$ cat src/rtl/fctim_pkg.sv
`default_nettype none
package fctim_pkg;
    // Source clock select codes
    localparam logic [2:0] SRC_4096HZ = 3'h0;
    localparam logic [2:0] SRC_64HZ = 3'h1;
    localparam logic [2:0] SRC_1HZ = 3'h2;
    localparam logic [2:0] SRC_MIN = 3'h3;
    localparam logic [2:0] SRC_HOUR = 3'h4;
    // Clock rate
    localparam int FCLK_KHZ = 25000;
    // Base tick period, 4096 Hz, in ns
    localparam int TICK_PERIOD_NS = 244140;
    // Scaled through MHz so the product stays inside 32 bits
    localparam int TICK_CYCLES = TICK_PERIOD_NS * (FCLK_KHZ / 1000) / 1000;
    // Ratios of the cascaded source clocks
    localparam int DIV_4096_TO_64 = 64;
    localparam int DIV_64_TO_1 = 64;
    localparam int DIV_1_TO_MIN = 60;
    localparam int DIV_MIN_TO_HOUR = 60;
    // Auto release time of an asserted interrupt
    localparam int REL_FAST_NS = 122000;
    localparam int REL_SLOW_NS = 7813000;
    localparam int REL_FAST_CYCLES = REL_FAST_NS * (FCLK_KHZ / 1000) / 1000;
    localparam int REL_SLOW_CYCLES = REL_SLOW_NS / 1000 * FCLK_KHZ / 1000;
    // Widths and reset values
    localparam int COUNT_W = 16;
    localparam int REL_W = 24;
    localparam logic [COUNT_W-1:0] COUNT_RST = 16'h0000;
    localparam logic [COUNT_W-1:0] COUNT_ONE = 16'h0001;
endpackage
`default_nettype wire

$ cat src/rtl/fctim_tick_if.sv
`default_nettype none
interface fctim_tick_if;
    // One-cycle enables: 4096 Hz, 64 Hz, 1 Hz, 1/60 Hz, 1/3600 Hz
    logic [4:0] tick;
    modport src (output tick);
    modport snk (input tick);
endinterface
`default_nettype wire

$ cat src/rtl/fctim_prescaler.sv
`default_nettype none
module fctim_prescaler #(
    parameter int TICK_CYCLES = fctim_pkg::TICK_CYCLES
) (
    input wire logic i_clk,
    input wire logic i_rst,
    fctim_tick_if.src tk
);
    import fctim_pkg::*;

    localparam int DIVS [4] = '{DIV_4096_TO_64, DIV_64_TO_1, DIV_1_TO_MIN, DIV_MIN_TO_HOUR};

    logic [23:0] base_cnt;
    logic [4:0] tick;

    // ====================================
    // Base 4096 Hz enable
    always_ff @(posedge i_clk or posedge i_rst)
    begin
        if (i_rst)
        begin
            base_cnt <= 24'h000000;
            tick[0] <= 1'b0;
        end
        else if (base_cnt == 24'(TICK_CYCLES - 1))
        begin
            base_cnt <= 24'h000000;
            tick[0] <= 1'b1;
        end
        else
        begin
            base_cnt <= base_cnt + 24'h000001;
            tick[0] <= 1'b0;
        end
    end

    // ====================================
    // Cascaded slower enables
    genvar g;
    generate
        for (g = 0; g < 4; g++)
        begin : g_stage
            logic [6:0] cnt;
            always_ff @(posedge i_clk or posedge i_rst)
            begin
                if (i_rst)
                begin
                    cnt <= 7'h00;
                    tick[g+1] <= 1'b0;
                end
                else if (tick[g] && cnt == 7'(DIVS[g] - 1))
                begin
                    cnt <= 7'h00;
                    tick[g+1] <= 1'b1;
                end
                else
                begin
                    if (tick[g])
                    begin
                        cnt <= cnt + 7'h01;
                    end
                    tick[g+1] <= 1'b0;
                end
            end
        end
    endgenerate

    assign tk.tick = tick;
endmodule
`default_nettype wire

$ cat src/rtl/fctim_top.sv
`default_nettype none
module fctim_top #(
    parameter int TICK_CYCLES = fctim_pkg::TICK_CYCLES,
    parameter int REL_SLOW_CYCLES = fctim_pkg::REL_SLOW_CYCLES
) (
    input wire logic i_clk,
    input wire logic i_rst,
    input wire logic i_ser_clk,
    input wire logic i_count_run,
    input wire logic [fctim_pkg::COUNT_W-1:0] i_preset,
    input wire logic i_source_clock_select_hi,
    input wire logic i_source_clock_select_mid,
    input wire logic i_source_clock_select_lo,
    input wire logic i_timer_irq_enable,
    input wire logic i_supply_gating_enable,
    input wire logic i_backup_only_select,
    input wire logic i_on_backup,
    input wire logic i_count_hold,
    input wire logic i_clock_halt,
    input wire logic i_irq_route_select,
    input wire logic i_flag_clear,
    output logic o_timer_event_flag,
    output logic o_running,
    output logic [fctim_pkg::COUNT_W-1:0] o_count,
    output logic o_int_out_a,
    output logic o_int_out_a_oe,
    output logic o_int_out_b,
    output logic o_int_out_b_oe
);
    import fctim_pkg::*;

    fctim_tick_if tk ();
    logic [2:0] sel;
    logic sel_tick;
    logic supply_ok;
    logic hold_eff;
    logic halt_stop;
    logic advance;
    logic event_now;
    logic ser_s1, ser_s2, ser_s3, ser_lvl;
    logic ser_rise;
    logic run_prev;
    logic start_pending;
    logic [COUNT_W-1:0] count;
    logic [REL_W-1:0] rel_cnt;
    logic [REL_W-1:0] rel_limit;
    logic irq_active;

    fctim_prescaler #(.TICK_CYCLES(TICK_CYCLES)) u_prescaler (
        .i_clk(i_clk),
        .i_rst(i_rst),
        .tk(tk.src)
    );

    // ====================================
    // Source clock selection and gating
    assign sel = {i_source_clock_select_hi, i_source_clock_select_mid, i_source_clock_select_lo};

    always_comb
    begin
        case (sel)
            SRC_4096HZ: sel_tick = tk.tick[0];
            SRC_64HZ: sel_tick = tk.tick[1];
            SRC_1HZ: sel_tick = tk.tick[2];
            SRC_MIN: sel_tick = tk.tick[3];
            SRC_HOUR: sel_tick = tk.tick[4];
            default: sel_tick = 1'b0;
        endcase
    end

    assign supply_ok = !i_supply_gating_enable
        || (i_backup_only_select ? i_on_backup : !i_on_backup);
    assign hold_eff = i_count_hold && !i_supply_gating_enable;
    assign halt_stop = i_clock_halt && (sel != SRC_4096HZ);
    assign advance = o_running && sel_tick && supply_ok && !hold_eff && !halt_stop;
    // event only on an advance from 0001h, which reloads the preset
    assign event_now = advance && (count == COUNT_ONE);

    // ====================================
    // Serial clock sampling
    always_ff @(posedge i_clk or posedge i_rst)
    begin
        if (i_rst)
        begin
            ser_s1 <= 1'b0;
            ser_s2 <= 1'b0;
            ser_s3 <= 1'b0;
            ser_lvl <= 1'b0;
        end
        else
        begin
            ser_s1 <= i_ser_clk;
            ser_s2 <= ser_s1;
            ser_s3 <= ser_s2;
            if (ser_s2 == ser_s3)
            begin
                ser_lvl <= ser_s3;
            end
        end
    end

    assign ser_rise = (ser_s2 == ser_s3) && ser_s3 && !ser_lvl;

    // ====================================
    // Run control
    always_ff @(posedge i_clk or posedge i_rst)
    begin
        if (i_rst)
        begin
            run_prev <= 1'b0;
            start_pending <= 1'b0;
            o_running <= 1'b0;
        end
        else
        begin
            run_prev <= i_count_run;
            if (!i_count_run)
            begin
                start_pending <= 1'b0;
                o_running <= 1'b0;
            end
            else if (!run_prev)
            begin
                start_pending <= 1'b1;
            end
            else if (start_pending && ser_rise)
            begin
                start_pending <= 1'b0;
                o_running <= 1'b1;
            end
        end
    end

    // ====================================
    // Down counter
    always_ff @(posedge i_clk or posedge i_rst)
    begin
        if (i_rst)
        begin
            count <= COUNT_RST;
        end
        else if (start_pending && ser_rise && i_count_run && run_prev)
        begin
            count <= i_preset;
        end
        else if (event_now)
        begin
            count <= i_preset;
        end
        else if (advance && count != COUNT_RST)
        begin
            count <= count - COUNT_ONE;
        end
    end

    always_ff @(posedge i_clk or posedge i_rst)
    begin
        if (i_rst)
        begin
            o_count <= COUNT_RST;
        end
        else
        begin
            o_count <= o_running ? count : i_preset;
        end
    end

    // ====================================
    // Event flag
    always_ff @(posedge i_clk or posedge i_rst)
    begin
        if (i_rst)
        begin
            o_timer_event_flag <= 1'b0;
        end
        else if (event_now)
        begin
            o_timer_event_flag <= 1'b1;
        end
        else if (i_flag_clear)
        begin
            o_timer_event_flag <= 1'b0;
        end
    end

    // ====================================
    // Interrupt pins
    // release time by source
    assign rel_limit = (sel == SRC_4096HZ) ? REL_W'(REL_FAST_CYCLES) : REL_W'(REL_SLOW_CYCLES);
    assign irq_active = o_int_out_a_oe || o_int_out_b_oe;

    always_ff @(posedge i_clk or posedge i_rst)
    begin
        if (i_rst)
        begin
            rel_cnt <= '0;
            o_int_out_a_oe <= 1'b0;
            o_int_out_b_oe <= 1'b0;
        end
        else if (!i_timer_irq_enable)
        begin
            rel_cnt <= '0;
            o_int_out_a_oe <= 1'b0;
            o_int_out_b_oe <= 1'b0;
        end
        else if (event_now)
        begin
            rel_cnt <= '0;
            o_int_out_a_oe <= i_irq_route_select;
            o_int_out_b_oe <= !i_irq_route_select;
        end
        else if (irq_active)
        begin
            if (rel_cnt >= rel_limit - REL_W'(1))
            begin
                rel_cnt <= '0;
                o_int_out_a_oe <= 1'b0;
                o_int_out_b_oe <= 1'b0;
            end
            else
            begin
                rel_cnt <= rel_cnt + REL_W'(1);
            end
        end
    end

    always_ff @(posedge i_clk or posedge i_rst)
    begin
        if (i_rst)
        begin
            o_int_out_a <= 1'b0;
            o_int_out_b <= 1'b0;
        end
        else
        begin
            o_int_out_a <= 1'b0;
            o_int_out_b <= 1'b0;
        end
    end
endmodule
`default_nettype wire

$ cat config.mk
export PLATFORM = sky130hd
export DESIGN_NAME = fctim_top
export DESIGN_NICKNAME = d
export VERILOG_FILES = /design/src/rtl/fctim_pkg.sv /design/src/rtl/fctim_tick_if.sv /design/src/rtl/fctim_prescaler.sv /design/src/rtl/fctim_top.sv
export SDC_FILE = /design/constraint.sdc
export NUM_CORES = 1
export LEC_CHECK = 0
export CELL_PAD_IN_SITES_DETAIL_PLACEMENT = 1
export CELL_PAD_IN_SITES_GLOBAL_PLACEMENT = 1
export CORE_MARGIN = 2
export CORE_UTILIZATION = 45
export DETAILED_ROUTE_END_ITERATION = 8
export DONT_BUFFER_PORTS = 1
export PLACE_DENSITY = 0.75
export SLEW_MARGIN = 20
export SYNTH_ARGS = -nofsm -noshare
export SYNTH_HDL_FRONTEND = slang
export SYNTH_SLANG_ARGS = --single-unit
$ cat constraint.sdc
create_clock -name i_clk -period 4.23 [get_ports i_clk]
set_input_delay 0.6345 -clock i_clk [delete_from_list [all_inputs] [get_ports i_clk]]
set_output_delay 0.6345 -clock i_clk [all_outputs]
set_load 0.02 [all_outputs]
==> impl_summary.md <==
Clocking
The CTS buffer count is 17. For the worst-skew pair, the clock arrives at the later sink with an insertion delay of roughly 0.42 ns. Counting along the longest clock path gives a buffer depth of 2.

After clock tree synthesis, the setup repair step added 0 buffers. Clock-pin slew was measured on the worst setup and hold paths at 0.05 ns. The H-tree generated during clock tree synthesis spans 4 levels. TritonCTS built the clock tree. The number of cells upsized or downsized after cts is 0. The clock sink count is between 100 and 150. The clock root buffer is clkbuf_16. The number of hold buffers added after CTS is 0.

STA
Setup repair after global routing left no endpoint under its margin. Clock skew on the completed layout was measured at 0.00657 ns. The accumulated negative setup slack is 0 ns. Setup slack closes at about 1.3 ns. The number of hold violations in the final report is 0.

The transition time at the pin with the least slew margin is 0.948 ns. The final-report setup violation count is 0. The final critical delay including setup and external delays is about 2.9 ns. Of the available clock period, the critical path in the final layout requires just under 70%. Derived from the worst setup path, the maximum achievable clock frequency is about 350 MHz.

The relative max-transition margin is between 30% and 40%. The max-slew violation count is 0.

Status
The flow ran to the end, and the final reports show no timing, DRC or antenna violations.

Logic synthesis
Of the post-synthesis cell area, the dominant cell type holds between 50% and 60%. The unique cell type count in the Yosys netlist is between 50 and 60. Summed over all instances, the cell type with the most area after synthesis is dfrtp_1. The synthesized netlist devotes 19.3% of its cell area to simple gates. The cell count after synthesis is between 500 and 600. The total of warnings raised by yosys is 0. The sequential-to-total area share from yosys stat is between 50% and 60%. Averaged over all synthesized cells, the footprint is 10.5 sq um. Synthesis inferred about 120 register bits. Of the total synthesized cell area, the portion taken by XOR and XNOR cells is around 7%.

After synthesis, the cell types taking the most area are dfrtp_1 51%, xnor2_1 4.6%, mux2_2 4.3%. The area fraction in compound gates after synthesis is between 10% and 20%. The commonest cells after synthesis are 123 x dfrtp_1, 44 x nor2_1, 43 x a21oi_1.

The share of async-settable or async-resettable flops after synthesis is 100%. The fraction of synthesized area in multiplexers is between 5 and 6%. For this run, the leading register cell type out of synthesis is dfrtp_1.

After synthesis, the largest family of logic cells by area is simple AND/OR/NAND/NOR gates. The combined area of all synthesized cells is roughly 6000 sq um. The share of synthesized cell area in full adder, half adder and majority cells is around 2.4%. The number of synthesized flops with an enable pin is 0. By instance count, the leading cell after synthesis is dfrtp_1.

Global route
For this run the aggregate overflow at the end of global routing stands at 0. The number of global-route vias before repair is between 4000 and 5000. The first global-routing pass estimated ~25000 um of wire. The total global routing track utilization is between 20% and 30%.

The number of antenna violations at the first check in global routing was 0. The pin count of the biggest net entering global routing is slightly above 70.

Detailed routing
The number of design rule violations left after detail routing is 0. In this run the remaining antenna-violating nets after routing total 0. The detailed-router iteration count before antenna repair is 4. Dividing the detail-routed via count by the number of cells gives between 5 and 6.

The per-cell routed wire length is around 19 um. The detailed router placed 4536 vias in this run. The number of DRC markers in iteration 0 is 291.

Summed over all layers, the routed wires come to roughly 15000 um.

Cells and area
Cells with a size suffix above 1 make up about 13% of the layout. Leaving out filler cells and counting taps, the final layout contains 770. The finished cells cover between 6000 and 7000 sq um.

Counting the fill cells in the layout gives 1466. In the final layout, the multi-input gates occupy between 2000 and 3000 sq um. The number of nets in the layout is 624. The area occupied by registers is 3080 sq um. The relative area change from synthesis to final layout is 12.5%.

The repair_antennas step left the layout with diodes totalling 0.

Worst hold path
The tightest min-delay check is of the in -> reg type.

Die
The horizontal extent of the die is 120 um. The floorplan die area is 14500 sq um. The die height is 120 um. The area of the placeable core is 13200 sq um. Once the floorplan was initialized, standard cells occupied a little under half of the core. During I/O placement, the number of pins put on the boundary was between 50 and 60. The row count is 42.

Place
At the end of routability-driven placement, the weighted congestion stood at ~0.83. The total half-perimeter wirelength after legalization and detailed placement is just under 10000 um. The number of placed instances, taps included, is between 700 and 800. The worst slack at placement is 1.07 ns. The number of input and output port buffers inserted is 0. The total placed instance area is between 6000 and 7000 sq um.

Power and ir drop
The worst vdd rail ir drop is approximately 0.38 mV. Summing internal, switching and leakage power gives 0.00315 W. The reported leakage power is ~2.9 nW. The power per unit of standard cell area is around 460 nW/um^2.

Critical path
The setup path with the least slack is of type reg -> reg. STA classifies the critical path startpoint as a flip-flop. Of all nets on the critical path, the largest fanout is 22.

At the worst endpoint, the arrival time is between 3 and 4 ns. At the worst endpoint, the required time is 4.53 ns. The type of element capturing the critical path is a flip-flop.

Run
Across the run, the number of max-cap violations was 0.
==> worst max-delay path, stage by stage, from the launching register on <==
cell,delay [ns]
dfrtp_1,0.42
or4_4,0.56
or4_1,0.60
nor2_8,0.19
nand4_1,0.11
buf_4,0.23
and2_1,0.30
mux2_1,0.35
==> layer usage <==
layer	track usage, %	vias up	share of wire, %
li1	-	2114	-
met1	27.3	2354	45
met2	37.9	56	50
met3	6.18	12	3.8
met4	7.70	0	1.1
met5	0	-	0
==> registers in the layout, summed over array words and instances (netlist names), 5 cells and up <==
name / count
count: 16
o_count: 16
rel_cnt: 24
u_prescaler.base_cnt: 24
u_prescaler.g_stage.cnt: 28
u_prescaler.tk.tick: 5
==> final cells by class <==
| class | count | share of cell area (%) |
|---|---|---|
| sequential | 123 | 44.9 |
| multi-input combinational | 415 | 41.0 |
| clock buffer | 24 | 7.46 |
| tap | 176 | 3.21 |
| clock inverter | 7 | 1.61 |
| inverter | 18 | 1.02 |
| timing repair buffer | 7 | 0.767 |
==> worst paths after layout <==
check / from / to / slack (ns) / cells past startpoint
max reg2reg: count[11]$_DFFE_PP0P_ / count[1]$_DFFE_PP0P_ / 1.35 / 7
min: i_count_run / run_prev$_DFF_PP0_ / 0.24 / 0
max: count[11]$_DFFE_PP0P_ / count[1]$_DFFE_PP0P_ / 1.35 / 7
max in group asynchronous: i_rst / u_prescaler.base_cnt[6]$_DFF_PP0_ / 2.99 / 2
min reg2reg: ser_s1$_DFF_PP0_ / ser_s2$_DFF_PP0_ / 0.35 / 0
min in group asynchronous: i_rst / u_prescaler.base_cnt[3]$_DFF_PP0_ / 0.28 / 1
==> metrics by stage <==
stage / util (%) / hold slack, ns
after CTS: 51.8 / 0.219
after global routing: 51.8 / 0.222
final: 51.8 / 0.244
after global placement: 47.1 / 0.333
after detailed placement: 47.1 / 0.343
after floorplan: - / 0.331
==> logic make-up (layout without fill, tap and decap cells) <==
logic type	after synthesis	in the layout
and+or+nand+nor	216	216
DFF	123	123
AOI/OAI and AO/OA	104	104
xor gates and xnor gates	48	48
buffers and inverters	45	56
muxes	33	33
adders and majority gates	12	12
other	1	2
==> power by group <==
group	internal [W]	switching, W	total (W)
clock network	0.00101	0.000502	0.00151
logic	0.000111	0.000143	0.000253
registers	0.00125	0.000125	0.00138
==> cell usage in the layout, fill, tap and decap left out, drive strengths merged, types with 6 or more instances in the layout <==
cell type,count
dfrtp,123
inv,18
and3,7
nand2,28
clkbuf,24
o21ai,12
nand3,28
xnor2,32
nor2,45
mux2,24
or2,6
a211oi,7
nor3,23
mux2i,9
a21oi,43
ha,11
buf,7
or4,8
o2bb2ai,14
nand4,23
or3,12
o22a,7
xor2,16
nor4,15
Note: power is estimated with default switching activity, not from simulation.
